[config.mk]
export PLATFORM = sky130hd
export DESIGN_NAME = l2_config_status_regs
export DESIGN_NICKNAME = d
export VERILOG_FILES = /design/src/rtl/l2_config_status_pkg.sv /design/src/rtl/l2_config_status_regs.sv
export VERILOG_INCLUDE_DIRS = /design/src /design/src/rtl
export SDC_FILE = /design/constraint.sdc
export NUM_CORES = 1
export LEC_CHECK = 0
export ABC_CLOCK_PERIOD_IN_PS = 1600
export BUFFER_PORTS_ARGS = -buffer_cell sky130_fd_sc_hd__buf_2
export CAP_MARGIN = 5
export CORE_MARGIN = 4
export CORE_UTILIZATION = 44
export CTS_CLUSTER_SIZE = 10
export DETAILED_ROUTE_END_ITERATION = 8
export PLACE_DENSITY = 0.87
export SLEW_MARGIN = 20
export SYNTH_ARGS = -nofsm -noshare
export SYNTH_HDL_FRONTEND = slang
export SYNTH_SLANG_ARGS = --single-unit
[constraint.sdc]
create_clock -name ref_clk -period 1.6 [get_ports ref_clk]
set_input_delay 0.16 -clock ref_clk [delete_from_list [all_inputs] [get_ports ref_clk]]
set_output_delay 0.16 -clock ref_clk [all_outputs]
set_load 0.02 [all_outputs]
[src/rtl/l2_config_status_cfg.svh]
// encodings, field positions and reset values of the l2 register bank
`ifndef L2_CONFIG_STATUS_CFG_SVH
`define L2_CONFIG_STATUS_CFG_SVH

// ---------------------------------------------------------------
// coprocessor encodings {opc1, crn, crm, opc2}
// ---------------------------------------------------------------
`define ENC_CLUSTER_OPTIONS 14'h0C82
`define ENC_L2_EXT_CONTROL 14'h0C83
`define ENC_PERIPH_BASE 14'h2780
`define ENC_FAST_CTX_SWITCH 14'h0680
`define ENC_AUX_ATTR_0 14'h0518
`define ENC_AUX_ATTR_1 14'h0519
`define ENC_HYP_AUX_ATTR_0 14'h2518
`define ENC_HYP_AUX_ATTR_1 14'h2519

// ---------------------------------------------------------------
// field positions
// ---------------------------------------------------------------
`define OPT_CPUS_HI 25
`define OPT_CPUS_LO 24
`define OPT_IRQ_CTRL_BIT 23
`define OPT_RAM_LAT_BIT 0
`define ECT_ASYNC_ERR_BIT 29
`define PB_HIGH_HI 31
`define PB_HIGH_LO 15
`define PB_UPPER_HI 7
`define PB_UPPER_LO 0
`define PB_IN_UPPER_HI 39
`define PB_IN_UPPER_LO 32

// ---------------------------------------------------------------
// reset values and build defaults
// ---------------------------------------------------------------
`define ASYNC_ERR_RESET 1'b0
`define RDATA_RESET 32'h0000_0000
`define DEF_CPUS_M1 2'h3
`define DEF_IRQ_CTRL 1'h1
`define DEF_RAM_LAT 1'h0

`endif

[src/rtl/l2_config_status_pkg.sv]
// types shared by the l2 configuration and status register bank
package l2_config_status_pkg;

    // coprocessor move request, taken in one cycle
    typedef struct packed {
        logic valid;
        logic write;
        logic nonsecure;
        logic [1:0] priv;
        logic [2:0] opc1;
        logic [3:0] crn;
        logic [3:0] crm;
        logic [2:0] opc2;
        logic [31:0] wdata;
    } cp_req_type;

    // answer, one cycle after the request
    typedef struct packed {
        logic ack;
        logic undef;
        logic [31:0] rdata;
    } cp_resp_type;

    // base address capture sequence
    typedef enum logic [1:0] {
        ST_LOAD = 2'b01,
        ST_RUN = 2'b10
    } strap_state_type;

endpackage : l2_config_status_pkg

[src/rtl/l2_config_status_regs.sv]
// coprocessor register bank: cluster options, l2 extended control, base
`timescale 1ns/10ps
`include "l2_config_status_cfg.svh"

module l2_config_status_regs #(
    parameter logic [1:0] CPUS_M1 = `DEF_CPUS_M1,
    parameter logic IRQ_CTRL = `DEF_IRQ_CTRL,
    parameter logic RAM_LAT = `DEF_RAM_LAT
) (
    input wire logic ref_clk,
    input wire logic reset,
    input wire logic clk_en,
    input wire l2_config_status_pkg::cp_req_type cp_req,
    output l2_config_status_pkg::cp_resp_type cp_resp,
    input wire logic nonsecure_error_access_grant,
    input wire logic async_bus_error,
    input wire logic [39:0] peripheral_base_input,
    output logic async_error_flag
);

    // ---------------------------------------------------------------
    // helpers
    // ---------------------------------------------------------------

    // compare a request's coprocessor fields with one encoding
    function automatic logic enc_hit(
        input l2_config_status_pkg::cp_req_type req,
        input logic [13:0] enc
    );
        enc_hit = ({req.opc1, req.crn, req.crm, req.opc2} == enc);
    endfunction : enc_hit

    // ---------------------------------------------------------------
    // state
    // ---------------------------------------------------------------
    l2_config_status_pkg::cp_resp_type resp_reg;
    l2_config_status_pkg::cp_resp_type resp_next;
    l2_config_status_pkg::strap_state_type strap_reg;
    l2_config_status_pkg::strap_state_type strap_next;
    logic async_err_reg;
    logic async_err_next;
    logic [24:0] base_reg;
    logic [24:0] base_next;

    // ---------------------------------------------------------------
    // decode
    // ---------------------------------------------------------------
    wire logic take = clk_en & cp_req.valid;
    wire logic privileged = (cp_req.priv != 2'h0);
    wire logic hit_opt = enc_hit(cp_req, `ENC_CLUSTER_OPTIONS);
    wire logic hit_ect = enc_hit(cp_req, `ENC_L2_EXT_CONTROL);
    wire logic hit_base = enc_hit(cp_req, `ENC_PERIPH_BASE);
    wire logic hit_fast_context_switch_ext = enc_hit(cp_req, `ENC_FAST_CTX_SWITCH);
    wire logic hit_aux = enc_hit(cp_req, `ENC_AUX_ATTR_0) |
        enc_hit(cp_req, `ENC_AUX_ATTR_1) |
        enc_hit(cp_req, `ENC_HYP_AUX_ATTR_0) |
        enc_hit(cp_req, `ENC_HYP_AUX_ATTR_1);
    wire logic hit_any = hit_opt | hit_ect | hit_base | hit_fast_context_switch_ext | hit_aux;

    // writes to read-only registers are refused like unmapped ones
    wire logic ro_write = cp_req.write & (hit_opt | hit_base);
    // everything here needs privilege level 1 or above
    wire logic refuse = ~privileged | ~hit_any | ro_write;

    // write rights on the control register depend on security state
    wire logic ect_wr_ok = ~cp_req.nonsecure |
        nonsecure_error_access_grant;
    wire logic ect_write = take & cp_req.write & hit_ect & ~refuse &
        ect_wr_ok;
    // only a written zero clears; only bit 29 is ever stored
    wire logic err_clear = ect_write &
        ~cp_req.wdata[`ECT_ASYNC_ERR_BIT];

    // ---------------------------------------------------------------
    // read values
    // ---------------------------------------------------------------

    // build options are constants; reserved bits read zero
    wire logic [31:0] opt_value = {6'h00, CPUS_M1, IRQ_CTRL, 22'h00_0000,
        RAM_LAT};
    wire logic [31:0] ect_value = {2'h0, async_err_reg,
        29'h0000_0000};
    wire logic [31:0] base_value = {base_reg[24:8], 7'h00,
        base_reg[7:0]};

    // unknown-reading registers return zero, writes dropped
    wire logic [31:0] read_mux =
        hit_opt ? opt_value :
        hit_ect ? ect_value :
        hit_base ? base_value :
        32'h0000_0000;

    // ---------------------------------------------------------------
    // next values
    // ---------------------------------------------------------------

    // answer every taken request on the next edge
    always_comb
    begin
        resp_next.ack = take;
        resp_next.undef = take & refuse;
        resp_next.rdata = (take & ~refuse & ~cp_req.write) ?
            read_mux : `RDATA_RESET;
    end

    // a bus error in the clearing cycle keeps the flag set
    assign async_err_next = async_bus_error |
        (async_err_reg & ~err_clear);

    // base captured once after reset, then frozen
    always_comb
    begin
        strap_next = strap_reg;
        base_next = base_reg;
        case (strap_reg)
            l2_config_status_pkg::ST_LOAD:
            begin
                base_next = {
                    peripheral_base_input[`PB_HIGH_HI:`PB_HIGH_LO],
                    peripheral_base_input[`PB_IN_UPPER_HI:`PB_IN_UPPER_LO]
                };
                strap_next = l2_config_status_pkg::ST_RUN;
            end
            l2_config_status_pkg::ST_RUN:
            begin
                strap_next = l2_config_status_pkg::ST_RUN;
            end
            default:
            begin
                strap_next = l2_config_status_pkg::ST_LOAD;
            end
        endcase
    end

    // ---------------------------------------------------------------
    // registers
    // ---------------------------------------------------------------

    // answer register; clk_en low freezes it, ack included
    always_ff @(posedge ref_clk or posedge reset)
    begin
        if (reset)
            resp_reg <= '0;
        else if (clk_en)
            resp_reg <= resp_next;
    end

    // sticky error flag
    always_ff @(posedge ref_clk or posedge reset)
    begin
        if (reset)
            async_err_reg <= `ASYNC_ERR_RESET;
        else if (clk_en)
            async_err_reg <= async_err_next;
    end

    // strap capture: reset loads constants, the pin is read afterwards
    always_ff @(posedge ref_clk or posedge reset)
    begin
        if (reset)
        begin
            strap_reg <= l2_config_status_pkg::ST_LOAD;
            base_reg <= 25'h000_0000;
        end
        else if (clk_en)
        begin
            strap_reg <= strap_next;
            base_reg <= base_next;
        end
    end

    assign cp_resp = resp_reg;
    assign async_error_flag = async_err_reg;

    wire logic [31:0] base_expect = {peripheral_base_input[31:15],
        7'h00, peripheral_base_input[39:32]};
endmodule : l2_config_status_regs

* Yosys cells after proc, flatten, opt, wreduce, memory -nomap -nowiden
Cells that the tools add are included.
Storage, ports and cells: flip-flop bits (word level) 62, output and inout bits 35, logic and storage cells 54
Operators by class: equal/unequal tests 10, mux-type cells 5, bitwise logic cells 30, reductions and logical operators 3
Operators by type and width (count):
- $mux 32 | 4
- $eq 14x11->1 const B | 3
- $eq 14x14->1 const B | 3
- $eq 14x12->1 const B | 2
- $or 1x1->1 | 12
- $and 1x1->1 | 11
- $not 1->1 | 7
- $eq 2x1->1 const B | 1
- $eq 2x2->1 const B | 1
- $mux 2 | 1
- $reduce_and 2->1 | 1
- $reduce_bool 2->1 | 1
- $reduce_or 2->1 | 1

* Longest topological paths before layout
Gate-level depths: netlist (run 1).
depth in word-level cells 15, gate-level depth with buffers 6, gate-level depth less buffers 4

* Worst setup path before layout (run 1)
Ideal clock, no wire load.
path kind register to register, from register strap_reg[0], to register base_reg[0], arrival 1.275 ns, required time 1.475 ns, slack 0.200 ns, cell stages (with the launch flop) 5, period minus slack after synthesis 1.400 ns, path through dfstp_2 -> ha_1 -> nand2_1 -> buf_2 -> mux2_2
On the way: longest elaborated chain between the ends 2
RTL lines:
- start: declaration | RTL line l2_config_status_regs.sv:38 | l2_config_status_pkg::strap_state_type strap_reg;
- start signal: assignment | RTL line l2_config_status_regs.sv:162 | strap_reg <= l2_config_status_pkg::ST_LOAD;
- start signal: assignment | RTL line l2_config_status_regs.sv:167 | strap_reg <= strap_next;
- $eq 2x1->1 | RTL line l2_config_status_regs.sv:115 | case (strap_reg)
- $reduce_and 2->1 (no line)
- end signal: assignment | RTL line l2_config_status_regs.sv:168 | base_reg <= base_next;
- end: declaration | RTL line l2_config_status_regs.sv:42 | logic [24:0] base_reg;
No other way between the ends. A chain may end at the register's enable or synchronous reset.

* Final worst setup path (run 1)
from register strap_reg[0], to register base_reg[7]
The elaborated chain is that of the path after synthesis.

==> reports/metrics.cfg, run 1 <==
[worst_setup_path]
path_max_fanout = 19
crit_required_ns = 1.78
timing.rr.start = strap_reg[0]
critPathCaptureType = register
crit_start = strap_reg[0]
arrival_ns = 1.59
crit_type = register to register
start_kind = register

[detailed_routing]
ant_nets = 0
drc = 0
drt_wl_total_mm = 4.87
routed_via_density = 5.11
num_vias = 1650
wl_per_cell_um = 15.1
firstDrtPassIters = 4
drt_iter0_markers = 83

[pwr]
power_mw = 2.38
p_switching_mw = 0.516
pwr-share-seq_pct = 58.7
comb_power_share_pct = 7.6
p_int_mw = 1.86
p_leak_nw = 1.59
p_per_area_mw_per_mm2 = 810
netSwitchingFraction_pct = 21.7
pwr-share-clk_pct = 33.6
ir_worst_vdd_mv = 0.479

[logic_synthesis]
ys_warn_count = 0
synthCells = 166
synthTopCellsByArea = dfrtp_1 (57%), mux2_2 (12%), a22o_2 (5.9%)
synth_top_cell_by_area = dfrtp_1
synth_ff_type = dfrtp_1
ys_ff_latch = 55
syn_area_mm2 = 0.00237
syn_area_per_cell_um2 = 14.3
ys_types = 40
async_reset_ff_share_pct = 100
yosysSeqAreaShare_pct = 58.2
synth_edf_count = 0
yosys.area.top_type_share_pct = 57.1

[sta]
setup_viol = 0
period_needed_ns = 1.41
finalHoldViolCount = 0
finClkSkew_ns = 0.00319
hold_ws_ns = 0.0927
tns_ns = 0
fmax_mhz = 707
rsz0062_at_grt = no
drv_slew = 0
finalCritPeriodShare_pct = 88.3

[clock_tree]
clkLatencyLatePin_ns = 0.29
ctsHoldBuffers = 1
cts_tree = done
ctsRootBufferMaster = clkbuf_8
clk_pin_slew_ns = 0.09
cts_buffer_depth = 2
post-cts-setup-buffers = 0
cts-htree-levels = 2
numCtsBuffers = 5
cts.sinks = 55
cts-resized-gates = 0

[grt]
grt_max_degree = 36
grt_pass1_vias = 1714
antenna_found_initial = 0
grtUsageMet2_pct = 27.1
grt_use_met1_pct = 19.0
grt_pass1_wl_mm = 7.94
grt_use_met3_pct = 4.10
gr-usage-all-layers_pct = 15.6
busiest_layer = met2
grt-ovfl-total = 0

[floorplan]
dieHeight_um = 81.4
start_util_pct = 45.8
dieArea_mm2 = 0.00662
ios = 131
die_x_um = 81.4
fp-row-count = 26
core-area_mm2 = 0.00517

[placement]
gp_congestion = 0.775
dp_hpwl_mm = 3.68
portBuffers = 77

[layout]
area_growth_pct = 24.0
mostFrequentLayoutCell = buf_2
largest_reg_flops = 27
drive_above_1_share_pct = 56.5
nets = 349
num_antenna_cells = 0
final_cell_mix = buf_2 (77), dfrtp_1 (54), mux2_2 (26)

[flow_run]
max-cap-violations = 0

[min_path]
hold_start = peripheral_base_input[20]
hp-class = primary input to register

[run_status]
outcome = finished, final reports clean

worst paths after layout:
check | to | slack, ns | depth (start not counted)
min reg2reg | cp_resp[23] | 0.49 | 1
max in group asynchronous | strap_reg[0] | 0.72 | 4
max reg2reg | base_reg[7] | 0.19 | 4
min in group asynchronous | cp_resp[5] | 0.46 | 4
max | base_reg[7] | 0.19 | 4
min | base_reg[13] | 0.09 | 2
area by class of cell:
class / instances / area (µm²)
Fill cell: 448 / 2240
Sequential cell: 55 / 1380
Multi-Input combinational cell: 98 / 876
Timing Repair Buffer: 87 / 475
Clock buffer: 8 / 100
Tap cell: 70 / 87.6
Inverter: 5 / 18.8
per-stage QoR:
| stage | cells | util, % | setup WS (ns) | area (µm²) |
|---|---|---|---|---|
| 6_report | 323 | 56.7 | 0.187 | 2940 |
| 5_1_grt | 323 | 56.7 | 0.115 | 2940 |
| 4_1_cts | 323 | 56.7 | 0.169 | 2940 |
| 3_5_place_dp | 314 | 54.6 | 0.0883 | 2830 |
| 3_3_place_gp | 314 | 54.6 | 0.143 | 2830 |
| 2_1_floorplan | 172 | - | 0.0987 | 2390 |
logic make-up (layout without fill, tap and decap cells):
| kind of cell | Yosys count | after routing | synth area share [%] |
|---|---|---|---|
| AOI/OAI and AO/OA | 35 | 35 | 13.3 |
| adders and majority gates | 1 | 1 | 0.528 |
| buffers and inverters | 19 | 100 | 5.76 |
| DFF | 55 | 55 | 58.2 |
| muxes | 27 | 27 | 12.8 |
| other | 1 | 7 | 0.158 |
| and+or+nand+nor | 28 | 28 | 9.25 |
routing by layer:
metal	wire (µm)	share of wire, %	vias to the layer above
li1	-	-	782
met1	2000	41	821
met2	2550	52	42
met3	284	5.8	5
met4	34	0.70	0
met5	0	0	-
worst max-delay path, stage by stage (launching register included):
cell,delay (ns)
dfstp_2,0.38
ha_1,0.18
nand2_1,0.08
buf_4,0.28
mux2_2,0.38
power by group through the flow:
stage	Sequential, mW	Clock, mW	Combinational (mW)
4_1_cts	1.40	0.830	0.183
3_3_place_gp	1.42	0	0.175
6_report	1.40	0.800	0.181
5_1_grt	1.40	0.886	0.201
3_5_place_dp	1.42	0	0.181
2_1_floorplan	1.43	0	0.0942
cells in the mapped netlist, types with 2 or more instances:
master	n
dfrtp_1	54
mux2_2	26
a22o_2	14
a22o_1	8
buf_4	8
nor2_1	6
inv_1	4
buf_6	3
nand2_1	3
nor3b_1	3
o2bb2ai_1	3
a211o_2	2
buf_2	2
nand3_1	2
nand4_1	2
nor2b_1	2
(Power assumes the default switching activity.)
==> run 2: changes to the inputs <==
--- a/config.mk
+++ b/config.mk
@@ -9,6 +9,7 @@
 export ABC_CLOCK_PERIOD_IN_PS = 1600
 export BUFFER_PORTS_ARGS = -buffer_cell sky130_fd_sc_hd__buf_2
 export CAP_MARGIN = 5
+export CORE_ASPECT_RATIO = 1.25
 export CORE_MARGIN = 4
 export CORE_UTILIZATION = 44
 export CTS_CLUSTER_SIZE = 10
==> run 2 against run 1 <==
Against the previous run:
- combinational power hardly changed
- routed wire length down 2.8%
- maximum frequency is 4.7% higher
==> reports/metrics.cfg, run 2 (same netlist as run 1, synthesis figures left out) <==
[run_status]
outcome = finished, final reports clean

[grt]
grt_pass1_vias = 1710
grt_pass1_wl_mm = 8.00
grt_max_degree = 56
antenna_found_initial = 0
grt-ovfl-total = 0
gr-usage-all-layers_pct = 15.2

[layout]
stdcell_area_mm2 = 0.00291
drive_above_1_share_pct = 56.0
nets = 348
largest_reg_flops = 27
num_antenna_cells = 0
area_growth_pct = 23.0
nFillCells = 451
final_cell_mix = buf_2 (77), dfrtp_1 (54), mux2_2 (26)
mostFrequentLayoutCell = buf_2

[pwr]
p_leak_nw = 1.58
p_per_area_mw_per_mm2 = 790
ir_worst_vdd_mv = 0.560
power_mw = 2.30

[floorplan]
fp-row-count = 29
die_x_um = 73.6
ios = 131
dieHeight_um = 90.0
dieArea_mm2 = 0.00662
start_util_pct = 45.9
core-area_mm2 = 0.00515

[flow_run]
max-cap-violations = 0

[sta]
tns_ns = 0
rsz0062_at_grt = no
finalCritPeriodShare_pct = 84.4
hold_ws_ns = 0.0872
period_needed_ns = 1.35
finClkSkew_ns = 0.00467
fmax_mhz = 741
setup_viol = 0
drv_slew = 0
finalHoldViolCount = 0

[placement]
place_area_mm2 = 0.00282
portBuffers = 77
gp_congestion = 0.850
dp_hpwl_mm = 3.55

[clock_tree]
ctsRootBufferMaster = clkbuf_8
clk_pin_slew_ns = 0.09
cts-resized-gates = 0
cts_tree = done
numCtsBuffers = 5
cts-htree-levels = 2
cts_buffer_depth = 2
clkLatencyLatePin_ns = 0.30
cts.sinks = 55

[min_path]
hold_path_depth = 2
hp-class = primary input to register
whs_endpoint = async_error_flag
hold_start = async_bus_error

[worst_setup_path]
reg2regPathDepth = 4
rrSetupSlack_ns = 0.25
crit_slowest_cell = dfstp_2
critPathCaptureType = register
cpPeakStageDelay_ns = 0.54
rr_endpoint = base_reg[13]
critPathTopFamily = flip-flops
crit_type = register to register
crit_required_ns = 1.79
timing.rr.start = strap_reg[0]
start_kind = register
path_max_fanout = 14
critPathBufInv = 1
arrival_ns = 1.54
path_cells = ha_1, nand2_1, buf_4, mux2_2

[detailed_routing]
firstDrtPassIters = 4
wl_per_cell_um = 15.1
drt_wl_total_mm = 4.74
routed_via_density = 5.29
drc = 0
num_vias = 1660
drt_iter0_markers = 39
ant_nets = 0

==> run 2: final cells by class <==
cell class | count | area [µm²] | area share [%]
sequential | 55 | 1380 | 47.3
multi-input combinational | 98 | 876 | 30.1
timing repair buffer | 86 | 480 | 16.5
tap | 62 | 77.6 | 2.66
clock buffer | 7 | 76.3 | 2.62
inverter | 5 | 18.8 | 0.645
clock inverter | 1 | 5.00 | 0.172
==> run 2: where the power goes <==
| part | total (mW) | switching, mW | leakage (nW) | internal (mW) |
|---|---|---|---|---|
| clock network | 0.725 | 0.416 | 0.0422 | 0.308 |
| logic | 0.181 | 0.106 | 0.784 | 0.0748 |
| registers | 1.40 | 0.00211 | 0.751 | 1.39 |
| total | 2.30 | 0.525 | 1.58 | 1.78 |
==> run 2: worst register-to-register path: stages, from the launching register on <==
cell and delay, ns:
dfstp_2 0.54, ha_1 0.14, nand2_1 0.06, buf_4 0.21, mux2_2 0.29
==> run 2: through the flow <==
stage | utilization, % | worst slack, ns | instances
after global placement | 54.7 | 0.132 | 305
after CTS | 56.5 | 0.229 | 314
after global routing | 56.5 | 0.159 | 314
after detailed placement | 54.7 | 0.0449 | 305
after floorplan | - | 0.0987 | 172
final | 56.5 | 0.250 | 314
==> run 2: worst max-delay path by stage <==
stage                  from               end  cells after the start
6_report       strap_reg[0]      base_reg[13]                      4
3_5_place_dp     cp_req[36]        cp_resp[1]                      6
4_1_cts        strap_reg[1]      base_reg[13]                      5
5_1_grt        strap_reg[1]       base_reg[9]                      5
3_3_place_gp     cp_req[33]        cp_resp[3]                      6
2_1_floorplan         reset  async_error_flag                      1
==> run 2: repair_timing <==
action	in CTS	in global routing
setup endpoints to repair	0	0
hold buffers	1	0
endpoints found under the hold margin	54	0
setup buffers	0	0
==> run 2: per-layer routing <==
layer | track usage (%) | vias to the layer above | wire (µm)
met5 | 0 | - | 0
met4 | 4.23 | 0 | 42
met3 | 4.24 | 6 | 384
met2 | 25.1 | 61 | 2400
met1 | 19.0 | 818 | 1910
li1 | - | 775 | -
